### config.mk
export PLATFORM = sky130hd
export DESIGN_NAME = bisync_channel_controller
export DESIGN_NICKNAME = d
export VERILOG_FILES = /design/src/verilog/bisync_pkg.sv /design/src/verilog/bisync_channel_controller.sv
export VERILOG_INCLUDE_DIRS = /design/src /design/src/verilog
export SDC_FILE = /design/constraint.sdc
export NUM_CORES = 1
export LEC_CHECK = 0
export BUFFER_PORTS_ARGS = -buffer_cell sky130_fd_sc_hd__buf_2
export CAP_MARGIN = 25
export CORE_MARGIN = 8
export CORE_UTILIZATION = 35
export CTS_CLUSTER_DIAMETER = 30
export CTS_CLUSTER_SIZE = 14
export DETAILED_ROUTE_END_ITERATION = 12
export HOLD_SLACK_MARGIN = 0.08
export PLACE_DENSITY = 0.6
export SYNTH_ARGS = -nofsm -noshare
export SYNTH_HDL_FRONTEND = slang
export SYNTH_SLANG_ARGS = --single-unit
### constraint.sdc
create_clock -name aclk -period 4.5 [get_ports aclk]
set_input_delay 0.45 -clock aclk [delete_from_list [all_inputs] [get_ports aclk]]
set_output_delay 0.45 -clock aclk [all_outputs]
set_load 0.05 [all_outputs]
### src/verilog/bisync_consts.svh
// offsets, field positions, reset values and timing counts of the controller
// Behaviour
// channel works only when protocol select field equals binary 11
// status shows line condition; each change raises a maskable interrupt
// after enable transmitter polls first descriptor about every eight clocks
// stop sends held byte, keeps index, then sends sync pairs until restart; code leaves the pending byte unsent and starts fill pairs at the next boundary
// host issues stop before disabling transmitter it will re-enable
// stop and restart leave transparent or normal transmit mode unchanged
// restart resumes from current descriptor index and polls its ready bit
// host restarts after stop, stop with disable, underrun or lost clear-to-send
// host restarts first, then sets transmitter enable
// reset-block-check clears receive accumulator at once
// enter-hunt closes buffer, resets check, hunts sync pair, next descriptor
// host issues enter-hunt before re-setting receiver enable
// eight 16-bit table entries: character, end, check-expected, hunt flags
// first entry equal to 8000 hex disables the whole table
// compare low byte of entries before first one with end flag
// on match store character; close now or after one/two check bytes
// buffer closed by control match raises maskable interrupt
// hunt flag set enters hunt after close or after check bytes
// sync word: valid bit 15, char low byte; strip and underrun fill
// transparent underrun inside message sends escape-sync pairs
// transparent escape dropped; escape-sync dropped; escape-escape stores one
// unknown char after escape closes with error; invalid escape is plain
// hunt shifts one bit at a time, compares both sync chars
`ifndef BISYNC_CONSTS_SVH
`define BISYNC_CONSTS_SVH
`define A_MODE 8'h00
`define A_CMD 8'h04
`define A_SYNP 8'h08
`define A_SYNC 8'h0C
`define A_ESC 8'h10
`define A_TXD 8'h14
`define A_RXD 8'h18
`define A_STAT 8'h1C
`define A_MASK 8'h20
`define A_BCHK 8'h24
`define A_TAB 8'h40
`define PROTO_BISYNC 2'b11
`define M_TXEN 2
`define M_RXEN 3
`define M_TTR 4
`define M_RTR 5
`define M_CRC 6
`define CMD_STOP 2'd0
`define CMD_RESTART 2'd1
`define CMD_RSTBC 2'd2
`define CMD_HUNT 2'd3
`define E_FLAG 15
`define B_FLAG 14
`define H_FLAG 13
`define V_FLAG 15
`define TAB_OFF 16'h8000
`define CRC_POLY 16'hA001
`define BITS_PER_CHAR 4'd8
`endif

### src/verilog/bisync_pkg.sv
// types shared by the controller
package bisync_pkg;
	typedef enum logic [1:0] {RX_HUNT = 2'b01, RX_CHAR = 2'b10} rx_st_t;
	typedef logic [15:0] word16_t;
endpackage

### src/verilog/bisync_channel_controller.sv
// character-oriented synchronous channel with axi4-lite registers
//
// Added by the designer: the AXI4-Lite interface to the registers and the register offsets.
`timescale 1ns/100ps
`default_nettype none
`include "bisync_consts.svh"
module bisync_channel_controller (
	input wire logic aclk,
	input wire logic aresetn,
	input wire logic [7:0] s_axi_awaddr,
	input wire logic s_axi_awvalid,
	output logic s_axi_awready,
	input wire logic [31:0] s_axi_wdata,
	input wire logic [3:0] s_axi_wstrb,
	input wire logic s_axi_wvalid,
	output logic s_axi_wready,
	output logic [1:0] s_axi_bresp,
	output logic s_axi_bvalid,
	input wire logic s_axi_bready,
	input wire logic [7:0] s_axi_araddr,
	input wire logic s_axi_arvalid,
	output logic s_axi_arready,
	output logic [31:0] s_axi_rdata,
	output logic [1:0] s_axi_rresp,
	output logic s_axi_rvalid,
	input wire logic s_axi_rready,
	input wire logic tx_clk,
	input wire logic rx_clk,
	input wire logic rxd,
	input wire logic cts_n,
	input wire logic cd_n,
	output logic txd,
	output logic irq
);
	import bisync_pkg::*;

	// write a 16-bit register merged with the low two byte lanes
	function automatic word16_t m16(input word16_t o, input [31:0] d,
		input [3:0] s);
		m16 = {s[1] ? d[15:8] : o[15:8], s[0] ? d[7:0] : o[7:0]};
	endfunction

	// table scan: hit, check-expected, hunt-after
	function automatic [2:0] tab_hit(input [127:0] t, input [7:0] c);
		logic stop;
		tab_hit = 3'b000;
		stop = (t[15:0] == `TAB_OFF);
		for (int i = 0; i < 8; i++) begin
			if (!stop) begin
				if (t[16*i+`E_FLAG]) begin
					stop = 1'b1;
				end else if (t[16*i +: 8] == c) begin
					tab_hit = {1'b1, t[16*i+`B_FLAG], t[16*i+`H_FLAG]};
					stop = 1'b1;
				end
			end
		end
	endfunction

	// crc16 reflected or plain lrc over one byte
	function automatic word16_t bc_upd(input word16_t a, input [7:0] c,
		input crc);
		word16_t r;
		r = a ^ {8'h00, c};
		if (crc) begin
			for (int k = 0; k < 8; k++) begin
				r = r[0] ? ((r >> 1) ^ `CRC_POLY) : (r >> 1);
			end
		end else begin
			r = {8'h00, a[7:0] ^ c};
		end
		bc_upd = r;
	endfunction

	logic [6:0] mode_ff;
	word16_t synp_ff, sync_ff, esc_ff;
	logic [127:0] tab_ff;
	logic [3:0] mask_ff, ev_ff, nxt_ev;
	logic on;
	assign on = (mode_ff[1:0] == `PROTO_BISYNC);

	// two-flop synchronisers for pins and link clocks
	logic [4:0] s1_ff, s2_ff;
	logic txc_d_ff, rxc_d_ff;
	always_ff @(posedge aclk) begin
		if (!aresetn) begin
			s1_ff <= 5'h1F;
			s2_ff <= 5'h1F;
			txc_d_ff <= 1'b1;
			rxc_d_ff <= 1'b1;
		end else begin
			s1_ff <= {tx_clk, rx_clk, rxd, cts_n, cd_n};
			s2_ff <= s1_ff;
			txc_d_ff <= s2_ff[4];
			rxc_d_ff <= s2_ff[3];
		end
	end
	logic tx_tick, rx_tick, rx_bit;
	assign tx_tick = !s2_ff[4] && txc_d_ff; // shift out on falling edge
	assign rx_tick = s2_ff[3] && !rxc_d_ff; // sample on rising edge
	assign rx_bit = s2_ff[2];

	// axi write: both channels taken together, answer next cycle
	logic wr, rd;
	logic [7:0] wa;
	assign wa = s_axi_awaddr;
	assign wr = s_axi_awvalid && s_axi_wvalid && !s_axi_bvalid;
	assign s_axi_awready = wr;
	assign s_axi_wready = wr;
	assign rd = s_axi_arvalid && !s_axi_rvalid;
	assign s_axi_arready = rd;
	logic cmd_go;
	logic [1:0] cmd;
	assign cmd_go = wr && wa == `A_CMD && s_axi_wstrb[0] && on;
	assign cmd = s_axi_wdata[1:0];

	// config registers; commands never touch the mode bits
	always_ff @(posedge aclk) begin
		if (!aresetn) begin
			mode_ff <= 7'h00;
			synp_ff <= 16'h0000;
			sync_ff <= 16'h0000;
			esc_ff <= 16'h0000;
			tab_ff <= {8{`TAB_OFF}};
			mask_ff <= 4'h0;
		end else if (wr) begin
			case (wa)
			`A_MODE: if (s_axi_wstrb[0]) mode_ff <= s_axi_wdata[6:0];
			`A_SYNP: synp_ff <= m16(synp_ff, s_axi_wdata, s_axi_wstrb);
			`A_SYNC: sync_ff <= m16(sync_ff, s_axi_wdata, s_axi_wstrb);
			`A_ESC: esc_ff <= m16(esc_ff, s_axi_wdata, s_axi_wstrb);
			`A_MASK: if (s_axi_wstrb[0]) mask_ff <= s_axi_wdata[3:0];
			default: begin
				if (wa[7:5] == 3'b010 && wa[1:0] == 2'b00) begin
					tab_ff[16*wa[4:2] +: 16] <=
						m16(tab_ff[16*wa[4:2] +: 16], s_axi_wdata,
						s_axi_wstrb);
				end
			end
			endcase
		end
	end

	// ---- transmitter ----
	logic [7:0] txb_ff, txsh_ff;
	logic txlast_ff, txpend_ff, stop_ff, inmsg_ff, pair_ff, escq_ff;
	logic [2:0] tbd_ff;
	logic [3:0] tcnt_ff;
	logic tx_bnd, txen;
	assign txen = on && mode_ff[`M_TXEN];
	assign tx_bnd = tx_tick && tcnt_ff == 4'd0;
	always_ff @(posedge aclk) begin
		if (!aresetn) begin
			txb_ff <= 8'h00;
			txlast_ff <= 1'b0;
			txpend_ff <= 1'b0;
		end else if (wr && wa == `A_TXD && s_axi_wstrb[0]) begin
			txb_ff <= s_axi_wdata[7:0];
			txlast_ff <= s_axi_wdata[8];
			txpend_ff <= 1'b1;
		end else if (tx_bnd && txen && !stop_ff && txpend_ff &&
			!escq_ff && !(mode_ff[`M_TTR] && esc_ff[`V_FLAG] &&
			txb_ff == esc_ff[7:0] && !pair_ff)) begin
			txpend_ff <= 1'b0; // byte polled once per character
		end
	end
	// byte selection at each character boundary
	always_ff @(posedge aclk) begin
		if (!aresetn) begin
			txsh_ff <= 8'hFF;
			tcnt_ff <= 4'd0;
			stop_ff <= 1'b0;
			inmsg_ff <= 1'b0;
			pair_ff <= 1'b0;
			escq_ff <= 1'b0;
			tbd_ff <= 3'd0;
		end else begin
			if (cmd_go && cmd == `CMD_STOP) begin
				stop_ff <= 1'b1;
			end else if (cmd_go && cmd == `CMD_RESTART) begin
				stop_ff <= 1'b0; // keep tbd_ff, resume polling
			end
			if (tx_tick) begin
				tcnt_ff <= (tcnt_ff == 4'd0) ? `BITS_PER_CHAR - 4'd1 :
					tcnt_ff - 4'd1;
				txsh_ff <= {1'b1, txsh_ff[7:1]};
			end
			if (tx_bnd) begin
				if (!txen) begin
					txsh_ff <= 8'hFF;
				end else if (stop_ff || (inmsg_ff && !txpend_ff)) begin
					// pair fill: sync-sync or escape-sync
					pair_ff <= !pair_ff;
					txsh_ff <= (mode_ff[`M_TTR] && !pair_ff) ?
						esc_ff[7:0] : sync_ff[7:0];
				end else if (txpend_ff && mode_ff[`M_TTR] &&
					esc_ff[`V_FLAG] && txb_ff == esc_ff[7:0] && !escq_ff) begin
					txsh_ff <= esc_ff[7:0]; // double the escape
					escq_ff <= 1'b1;
					pair_ff <= 1'b0;
				end else if (txpend_ff) begin
					txsh_ff <= txb_ff;
					escq_ff <= 1'b0;
					pair_ff <= 1'b0;
					inmsg_ff <= !txlast_ff;
					tbd_ff <= tbd_ff + 3'd1;
				end else begin
					txsh_ff <= sync_ff[7:0]; // idle sync between frames
				end
			end
		end
	end
	assign txd = txsh_ff[0];

	// ---- receiver ----
	rx_st_t rst_ff;
	word16_t rsh_ff, bc_ff;
	logic [3:0] rcnt_ff;
	logic [7:0] rxb_ff;
	logic rval_ff, rclose_ff, rerr_ff, aft_ff, hpend_ff;
	logic [1:0] bwait_ff;
	logic [2:0] rbd_ff;
	logic [7:0] ch;
	logic [2:0] th;
	logic chr, rtr, dle_v;
	assign ch = {rx_bit, rsh_ff[15:9]};
	assign th = tab_hit(tab_ff, ch);
	assign chr = on && mode_ff[`M_RXEN] && rx_tick && rst_ff == RX_CHAR &&
		rcnt_ff == `BITS_PER_CHAR - 4'd1;
	assign rtr = mode_ff[`M_RTR];
	assign dle_v = rtr && esc_ff[`V_FLAG];
	logic hunt_cmd, ev_close;
	assign hunt_cmd = cmd_go && cmd == `CMD_HUNT;
	always_ff @(posedge aclk) begin
		if (!aresetn) begin
			rst_ff <= RX_HUNT;
			rsh_ff <= 16'h0000;
			rcnt_ff <= 4'd0;
			rxb_ff <= 8'h00;
			rval_ff <= 1'b0;
			rclose_ff <= 1'b0;
			rerr_ff <= 1'b0;
			aft_ff <= 1'b0;
			hpend_ff <= 1'b0;
			bwait_ff <= 2'd0;
			rbd_ff <= 3'd0;
			bc_ff <= 16'h0000;
			ev_close <= 1'b0;
		end else begin
			ev_close <= 1'b0;
			if (rd && s_axi_araddr == `A_RXD) begin
				rval_ff <= 1'b0;
				rclose_ff <= 1'b0;
				rerr_ff <= 1'b0;
			end
			if (rx_tick && on && mode_ff[`M_RXEN]) begin
				rsh_ff <= {rx_bit, rsh_ff[15:1]};
				rcnt_ff <= (rcnt_ff == `BITS_PER_CHAR - 4'd1) ? 4'd0 :
					rcnt_ff + 4'd1;
			end
			case (rst_ff)
			RX_HUNT: begin
				if (rx_tick && on && mode_ff[`M_RXEN] &&
					{rx_bit, rsh_ff[15:1]} == {synp_ff[7:0], synp_ff[15:8]}) begin
					rst_ff <= RX_CHAR;
					rcnt_ff <= 4'd0;
				end
			end
			RX_CHAR: begin
				if (chr) begin
					if (bwait_ff != 2'd0) begin
						rxb_ff <= ch;
						rval_ff <= 1'b1;
						bc_ff <= bc_upd(bc_ff, ch, mode_ff[`M_CRC]);
						bwait_ff <= bwait_ff - 2'd1;
						if (bwait_ff == 2'd1) begin
							rclose_ff <= 1'b1;
							ev_close <= 1'b1;
							rbd_ff <= rbd_ff + 3'd1;
							if (hpend_ff) rst_ff <= RX_HUNT;
						end
					end else if (aft_ff) begin
						aft_ff <= 1'b0;
						if (ch == sync_ff[7:0]) begin
							rval_ff <= rval_ff; // drop escape-sync
						end else if (ch == esc_ff[7:0]) begin
							rxb_ff <= ch;
							rval_ff <= 1'b1;
							bc_ff <= bc_upd(bc_ff, ch, mode_ff[`M_CRC]);
						end else if (th[2]) begin
							rxb_ff <= ch;
							rval_ff <= 1'b1;
							bc_ff <= bc_upd(bc_ff, ch, mode_ff[`M_CRC]);
							bwait_ff <= th[1] ? (mode_ff[`M_CRC] ? 2'd2 : 2'd1) :
								2'd0;
							hpend_ff <= th[0];
							if (!th[1]) begin
								rclose_ff <= 1'b1;
								ev_close <= 1'b1;
								rbd_ff <= rbd_ff + 3'd1;
								if (th[0]) rst_ff <= RX_HUNT;
							end
						end else begin
							rclose_ff <= 1'b1;
							rerr_ff <= 1'b1;
							rbd_ff <= rbd_ff + 3'd1;
						end
					end else if (dle_v && ch == esc_ff[7:0]) begin
						aft_ff <= 1'b1; // drop, not in check
					end else if (sync_ff[`V_FLAG] && ch == sync_ff[7:0]) begin
						rval_ff <= rval_ff; // strip sync
					end else if (!rtr && th[2]) begin
						rxb_ff <= ch;
						rval_ff <= 1'b1;
						bc_ff <= bc_upd(bc_ff, ch, mode_ff[`M_CRC]);
						bwait_ff <= th[1] ? (mode_ff[`M_CRC] ? 2'd2 : 2'd1) :
							2'd0;
						hpend_ff <= th[0];
						if (!th[1]) begin
							rclose_ff <= 1'b1;
							ev_close <= 1'b1;
							rbd_ff <= rbd_ff + 3'd1;
							if (th[0]) rst_ff <= RX_HUNT;
						end
					end else begin
						rxb_ff <= ch; // plain char, escape too if invalid
						rval_ff <= 1'b1;
						bc_ff <= bc_upd(bc_ff, ch, mode_ff[`M_CRC]);
					end
				end
			end
			default: rst_ff <= RX_HUNT;
			endcase
			// commands override character work in the same cycle
			if (cmd_go && cmd == `CMD_RSTBC) begin
				bc_ff <= 16'h0000;
			end
			if (hunt_cmd) begin
				rst_ff <= RX_HUNT;
				// stale bits must not re-sync before fresh ones arrive
				rsh_ff <= 16'h0000;
				bc_ff <= 16'h0000;
				bwait_ff <= 2'd0;
				aft_ff <= 1'b0;
				rclose_ff <= 1'b1;
				rbd_ff <= rbd_ff + 3'd1;
				ev_close <= 1'b1;
			end
		end
	end

	// sticky events: line change, buffer closed; set beats clear
	logic [1:0] line_ff;
	always_comb begin
		nxt_ev = ev_ff;
		if (wr && wa == `A_STAT && s_axi_wstrb[0]) begin
			nxt_ev = nxt_ev & ~s_axi_wdata[3:0];
		end
		if (line_ff != s2_ff[1:0]) nxt_ev[2] = 1'b1;
		if (ev_close) nxt_ev[3] = 1'b1;
	end
	always_ff @(posedge aclk) begin
		if (!aresetn) begin
			ev_ff <= 4'h0;
			line_ff <= 2'b11;
		end else begin
			ev_ff <= nxt_ev;
			line_ff <= s2_ff[1:0];
		end
	end
	assign irq = |(ev_ff & mask_ff);

	// axi answers
	always_ff @(posedge aclk) begin
		if (!aresetn) begin
			s_axi_bvalid <= 1'b0;
			s_axi_bresp <= 2'b00;
			s_axi_rvalid <= 1'b0;
			s_axi_rresp <= 2'b00;
			s_axi_rdata <= 32'h0000_0000;
		end else begin
			if (wr) begin
				s_axi_bvalid <= 1'b1;
				s_axi_bresp <= (wa[1:0] != 2'b00 || wa > 8'h5C ||
					(wa > `A_BCHK && wa < `A_TAB)) ? 2'b10 : 2'b00;
			end else if (s_axi_bready) begin
				s_axi_bvalid <= 1'b0;
			end
			if (rd) begin
				s_axi_rvalid <= 1'b1;
				s_axi_rresp <= 2'b00;
				case (s_axi_araddr)
				`A_MODE: s_axi_rdata <= {25'h0, mode_ff};
				`A_CMD: s_axi_rdata <= {28'h0, tbd_ff, stop_ff};
				`A_SYNP: s_axi_rdata <= {16'h0, synp_ff};
				`A_SYNC: s_axi_rdata <= {16'h0, sync_ff[15], 7'h00, sync_ff[7:0]};
				`A_ESC: s_axi_rdata <= {16'h0, esc_ff[15], 7'h00, esc_ff[7:0]};
				`A_TXD: s_axi_rdata <= {22'h0, txpend_ff, txlast_ff, txb_ff};
				`A_RXD: s_axi_rdata <= {17'h0, rbd_ff, rst_ff == RX_HUNT,
					rerr_ff, rclose_ff, rval_ff, rxb_ff};
				`A_STAT: s_axi_rdata <= {28'h0, ev_ff[3:2], s2_ff[1:0]};
				`A_MASK: s_axi_rdata <= {28'h0, mask_ff};
				`A_BCHK: s_axi_rdata <= {16'h0, bc_ff};
				default: begin
					if (s_axi_araddr[7:5] == 3'b010 &&
						s_axi_araddr[1:0] == 2'b00) begin
						s_axi_rdata <= {16'h0, tab_ff[16*s_axi_araddr[4:2] +: 16]};
					end else begin
						s_axi_rdata <= 32'h0000_0000;
						s_axi_rresp <= 2'b10;
					end
				end
				endcase
			end else if (s_axi_rready) begin
				s_axi_rvalid <= 1'b0;
			end
		end
	end
endmodule
`default_nettype wire

==> out/metrics.csv, run 1 <==
stage;metric;value;unit
place;Setup WS pre-CTS;1086;ps
drt;DRC viols;0;
clocking;clock tree from TritonCTS;yes;
die;Die X;231.3;um
grt;vias in the first global route;14506;
drt;Iteration-0 DRC Markers;1500;
drt;WL per Instance;21.44;um
finish;share of cells above drive strength 1;16.59;%
timing;Rel. slew slack;30.95;%
drt;antenna-violating nets left;0;
grt;largest net degree at the start of global routing;121;
power;Tot Pwr;8.501;mW
die;die height;231.3;um
run;max_cap viols;0;
yosys;register area share after synthesis;36.51;%
grt;GR Overflow Total;0;
timing;Worst Max-Slew Pin Slew;1036;ps
yosys;area of the mapped netlist;16230;um^2
die;Row Count;79;
yosys;Post-Synth Simple-Gate Area;21.76;%
die;Starting Density;35.16;%
clocking;H-tree levels;3;
worst_setup_path;worst path required time;4920;ps
clocking;Reg clk slew, reported paths;50;ps
yosys;ys async rst share;0;%
timing;RSZ-0062 raised after global routing;no;
clocking;Clock Latency Late Sink;590;ps
yosys;Synth Instances;1931;
hold_path;Worst Hold Class;in2reg;
worst_setup_path;Startpoint Class;flop;
place;Buffers on Ports;70;
yosys;Syn Area/Cell;8.405;um^2
drt;detailed-route via count;14867;
clocking;root buffer cell;clkbuf_16;
drt;Total Wirelength;56710;um
clocking;CTS Buf Count;74;
timing;fin. max-slew vios;0;
worst_setup_path;Max FO, Critical Path;34;
grt;initial antenna violation count;2;
power;VDD IR max;372.8;uV
place;Placer Congestion;0.9401;
worst_setup_path;Data arrival, critical path;3670;ps
yosys;Yosys reg bits;296;
timing;Tcrit/Tclk final;72.27;%
finish;area grow syn2layout;19.63;%
finish;final cell count without fillers;2645;
power;pwr/cell area;437.9;nW/um^2
worst_setup_path;Setup CP Type;reg2reg;
timing;final setup violation count;0;
timing;fin crit period;3252;ps
clocking;TritonCTS Sinks;296;
die;die area;53520;um^2
yosys;Synth Area in Adders;0.8480;%
yosys;xor/xnor share of the synthesized area;7.609;%
timing;final setup margin;1248;ps
clocking;Clock Path Buffers;3;
die;Core Area;46160;um^2
yosys;largest family of logic cells by synthesized area;simple AND/OR/NAND/NOR gates;
timing;f_max;0.3075;GHz
finish;# nets final;2057;
yosys;EDFF count, synth;0;
power;Leak;7.072;nW
yosys;mux contribution to synthesized area;12.72;%
timing;setup TNS;0;ps
yosys;YS warnings;0;
clocking;# resized after CTS;0;
drt;1st-pass router iterations;10;
place;post-DP HPWL;38080;um
finish;FILL cells;4504;
timing;Worst Skew;30.89;ps
yosys;synth unique cells;81;
timing;Fin. Hold Viols;0;
place;placed insts;2508;
grt;Global Route Usage Sum;20.56;%
yosys;top_reg_cell synth;dfxtp_1;
grt;global-route wire length before repair;85930;um
finish;Post-Route Utilization;42.06;%
yosys;post-synthesis compound-gate area fraction;14.95;%
drt;vias per std cell;5.621;
worst_setup_path;CP endpoint kind;flop;
status;status;finished, final reports clean;
die;io pins;107;
[cell usage in the layout, fill, tap and decap left out, drive strengths merged, types with 5 or more instances in the layout]
master	count
conb	18
buf	106
a21oi	239
dfxtp	296
a222oi	10
inv	23
a221oi	7
nand2	356
nand2b	26
clkbuf	96
o211ai	16
bufinv	8
xnor2	78
a22o	6
a32oi	7
o22ai	8
o21ai	27
mux2i	60
ha	11
clkinvlp	5
nor2	238
xor2	57
a31oi	9
a22oi	19
nor4	16
and2	14
or2	17
o221ai	7
nand4	24
nor3	21
mux4	64
dlygate4sd3	5
nand3	40
clkinv	20
nor3b	10
[report_power, final]
group	switching [mW]	internal, mW
clock network	1.61	3.69
registers	0.0252	2.66
logic	0.365	0.144
total	2.00	6.50
[final timing paths]
check	slack (ps)	cells after the start	start	endpoint
hold / removal	130	3	s_axi_rready	s_axi_rvalid$_SDFFE_PN0P_
setup reg to reg	1250	11	rsh_ff[13]$_SDFFE_PP0P_	bc_ff[0]$_SDFFE_PP0P_
hold reg to reg	400	1	s1_ff[0]$_SDFF_PN1_	s2_ff[0]$_SDFF_PN1_
setup / recovery	1250	11	rsh_ff[13]$_SDFFE_PP0P_	bc_ff[0]$_SDFFE_PP0P_
[cell usage after synthesis (all sizes together), types with 8 or more instances]
cell type / number / share of area [%]
a22oi: 19 / 0.88
inv: 18 / 0.42
a31oi: 9 / 0.35
nand3: 40 / 1.2
ha: 11 / 0.85
xor2: 57 / 3.4
or2: 17 / 0.66
nor2: 238 / 5.5
nor3: 21 / 0.68
nor4: 16 / 0.92
nand2b: 26 / 1.0
a21oi: 239 / 7.4
o21ai: 27 / 0.86
xnor2: 78 / 4.2
o211ai: 16 / 0.74
dfxtp: 296 / 37
mux4: 64 / 8.9
clkbuf: 91 / 2.1
o22ai: 8 / 0.31
nor3b: 10 / 0.52
nand2: 356 / 8.2
a222oi: 10 / 0.62
nand4: 24 / 0.93
mux2i: 60 / 3.7
buf: 62 / 3.0
and2: 14 / 0.56
[cell type report]
cell class | count | area (um^2) | share of cell area [%]
Inverter | 21 | 83.83 | 0.4318
Multi-Input combinational cell | 1478 | 9462 | 48.73
Antenna cell | 1 | 2.502 | 0.01289
Sequential cell | 296 | 5926 | 30.52
Clock inverter | 35 | 410.4 | 2.114
Tap cell | 607 | 759.5 | 3.912
Clock buffer | 96 | 2088 | 10.76
Timing Repair Buffer | 111 | 683.2 | 3.519
[metrics by stage]
step | hold WS, ps | instance area (um^2)
final | 127.7 | 19410
after global routing | 127.2 | 19410
after CTS | 117.5 | 19410
after detailed placement | 391.6 | 16860
after global placement | 395.7 | 16860
after floorplan | 386.3 | 16290
[repair_timing]
item,in CTS,in global routing
endpoints found under the setup margin,0,0
setup buffers,0,0
endpoints found under the hold margin,5,0
hold buffers,5,0
[critical path, stage by stage, from the launching register on]
cell,delay [ps]
dfxtp_1,650
buf_4,320
xnor2_1,160
nand4_1,320
o21bai_1,340
nand3b_1,190
o2111ai_1,170
a31o_1,240
buf_4,280
a31oi_1,220
o22a_1,150
o21ai_1,50
[layer usage]
| layer | vias up | GRT usage [%] | share of wire [%] |
|---|---|---|---|
| met3 | 184 | 3.680 | 7.7 |
| met2 | 694 | 34.54 | 48 |
| met5 | - | 0 | 0.023 |
| met1 | 7148 | 25.29 | 40 |
| li1 | 6839 | - | - |
| met4 | 2 | 9.760 | 4.4 |
[cells by family after synthesis]
group                    after synthesis
AO/OA/AOI/OAI                        396
AND/OR/NAND/NOR                      792
adder cells (fa/ha/maj)               11
buffers and inverters                174
other                                  1
XOR/XNOR                             135
multiplexers                         126
flip-flops                           296
[sequential cells by signal, indices dropped and copies added (netlist names), 5 cells and up]
register / flops
tab_ff: 128
bc_ff: 16
s_axi_rdata: 16
synp_ff: 16
rsh_ff: 15
esc_ff: 9
sync_ff: 9
rxb_ff: 8
txb_ff: 8
txsh_ff: 8
mode_ff: 7
s1_ff: 5
s2_ff: 5
(Power assumes the default switching activity.)
==> run 2, diff against run 1 <==
Clock period 4.5 ns to 3.1 ns, I/O delays scaled along.
==> out/metrics.csv, run 2 (same netlist as run 1, synthesis figures left out) <==
stage;metric;value;unit
finish;design area;19780;um^2
timing;final setup margin;283.6;ps
timing;Fin. Hold Viols;0;
grt;vias in the first global route;14541;
clocking;H-tree levels;3;
grt;global-route wire length before repair;86780;um
clocking;CTS Buf Count;70;
finish;commonest non-fill, non-tap cells in the layout;355 x nand2_1, 296 x dfxtp_1, 239 x a21oi_1, 236 x nor2_1, 78 x xnor2_1;
worst_setup_path;worst path required time;3570;ps
timing;Hold Slack;102.7;ps
worst_setup_path;Max FO, Critical Path;11;
timing;Worst Skew;25.76;ps
grt;largest net degree at the start of global routing;86;
clocking;Clock Latency Late Sink;590;ps
timing;Tcrit/Tclk final;90.85;%
finish;share of cells above drive strength 1;18.00;%
die;io pins;107;
status;status;finished, final reports clean;
clocking;Reg clk slew, reported paths;40;ps
clocking;Clock Path Buffers;3;
power;Leak;7.251;nW
finish;Largest Register;tab_ff;
worst_setup_path;Setup CP Type;reg2reg;
place;Setup WS pre-CTS;358.5;ps
clocking;# resized after CTS;0;
drt;1st-pass router iterations;6;
drt;detailed-route via count;14985;
finish;area grow syn2layout;21.88;%
drt;DRC viols;0;
power;pwr/cell area;604.6;nW/um^2
finish;Largest register FFs;128;
drt;WL per Instance;21.30;um
hold_path;Worst Hold Class;in2reg;
die;Starting Density;35.16;%
timing;fin. max-slew vios;0;
timing;f_max;0.3551;GHz
clocking;clock tree from TritonCTS;yes;
timing;fin crit period;2816;ps
die;Die X;231.3;um
clocking;hold buffers post-CTS;20;
drt;Iteration-0 DRC Markers;1632;
timing;setup TNS;0;ps
drt;Total Wirelength;57350;um
place;Placer Congestion;0.9327;
die;die height;231.3;um
power;Tot Pwr;11.96;mW
power;VDD IR max;464.8;uV
die;die area;53520;um^2
drt;antenna-violating nets left;0;
worst_setup_path;CP endpoint kind;flop;
timing;final setup violation count;0;
finish;most common cell after layout, fill and taps aside;nand2_1;
place;post-DP HPWL;39320;um
die;Core Area;46160;um^2
timing;RSZ-0062 raised after global routing;no;
place;dpl cell area;17220;um^2
die;Row Count;79;
grt;Global Route Usage Sum;20.77;%
clocking;root buffer cell;clkbuf_16;
finish;# nets final;2106;
worst_setup_path;worst-path cell chain;buf_4, xnor2_1, nand4_1, nor4b_1, mux2i_1, o22a_1, o211a_1, a41o_4, and3_4, o21a_1;
clocking;buffer count from post-CTS setup fixing;0;
worst_setup_path;CP max stage cell;dfxtp_1;
worst_setup_path;Startpoint Class;flop;
place;Buffers on Ports;70;
timing;Worst Max-Slew Pin Slew;881.5;ps
timing;Rel. slew slack;41.09;%
grt;initial antenna violation count;2;
worst_setup_path;CP peak stage delay;420;ps
clocking;TritonCTS Sinks;296;
worst_setup_path;Data arrival, critical path;3290;ps
grt;GR Overflow Total;0;
drt;vias per std cell;5.566;
run;max_cap viols;0;
finish;FILL cells;4479;
## run 2: layout make-up
type | instances | area, um^2 | area share (%)
diodes | 2 | 5.005 | 0.02530
clock buffers | 83 | 1891 | 9.558
clock inverters | 41 | 460.4 | 2.328
inverters | 21 | 83.83 | 0.4238
multi-input cells | 1478 | 9462 | 47.83
flip-flops and latches | 296 | 5926 | 29.96
well taps | 607 | 759.5 | 3.840
repair buffers | 164 | 1194 | 6.035
## run 2: worst paths after layout
kind | start | endpoint | slack (ps) | cells past startpoint
worst min-delay path | s_axi_wdata[15] | esc_ff[15]$_SDFFE_PN0P_ | 100 | 3
worst max-delay path | rsh_ff[12]$_SDFFE_PP0P_ | rbd_ff[2]$_SDFFE_PN0P_ | 280 | 10
worst max register to register | rsh_ff[12]$_SDFFE_PP0P_ | rbd_ff[2]$_SDFFE_PN0P_ | 280 | 10
worst min register to register | s1_ff[3]$_SDFF_PN1_ | s2_ff[3]$_SDFF_PN1_ | 410 | 1
## run 2: per-stage QoR
stage	instances	utilization [%]
2_1_floorplan	1948	-
3_3_place_gp	2546	37.31
3_5_place_dp	2546	37.31
4_1_cts	2690	42.84
5_1_grt	2691	42.85
6_report	2692	42.85
## run 2: layer usage
| layer | global-route usage (%) | vias to the layer above | part of all wire, % |
|---|---|---|---|
| met5 | 0 | - | 0 |
| met2 | 34.48 | 684 | 48 |
| met4 | 10.51 | 0 | 4.7 |
| met1 | 25.45 | 7192 | 40 |
| met3 | 4.059 | 174 | 7.8 |
| li1 | - | 6935 | - |
## run 2: critical path: cells and delay by family (launching register included)
kind	cells	cell delay (ps)
multiplexers	1	120
flip-flops	1	420
AO/OA/AOI/OAI	4	880
XOR/XNOR	1	160
AND/OR/NAND/NOR	3	830
buffers and inverters	1	290
## run 2: power breakdown
part	internal (mW)	leakage [nW]	total, mW	switching [mW]
registers	3.86	2.39	3.90	0.0341
logic	0.243	3.72	0.782	0.539
clock network	4.87	1.14	7.28	2.41
total	8.97	7.25	12.0	2.99
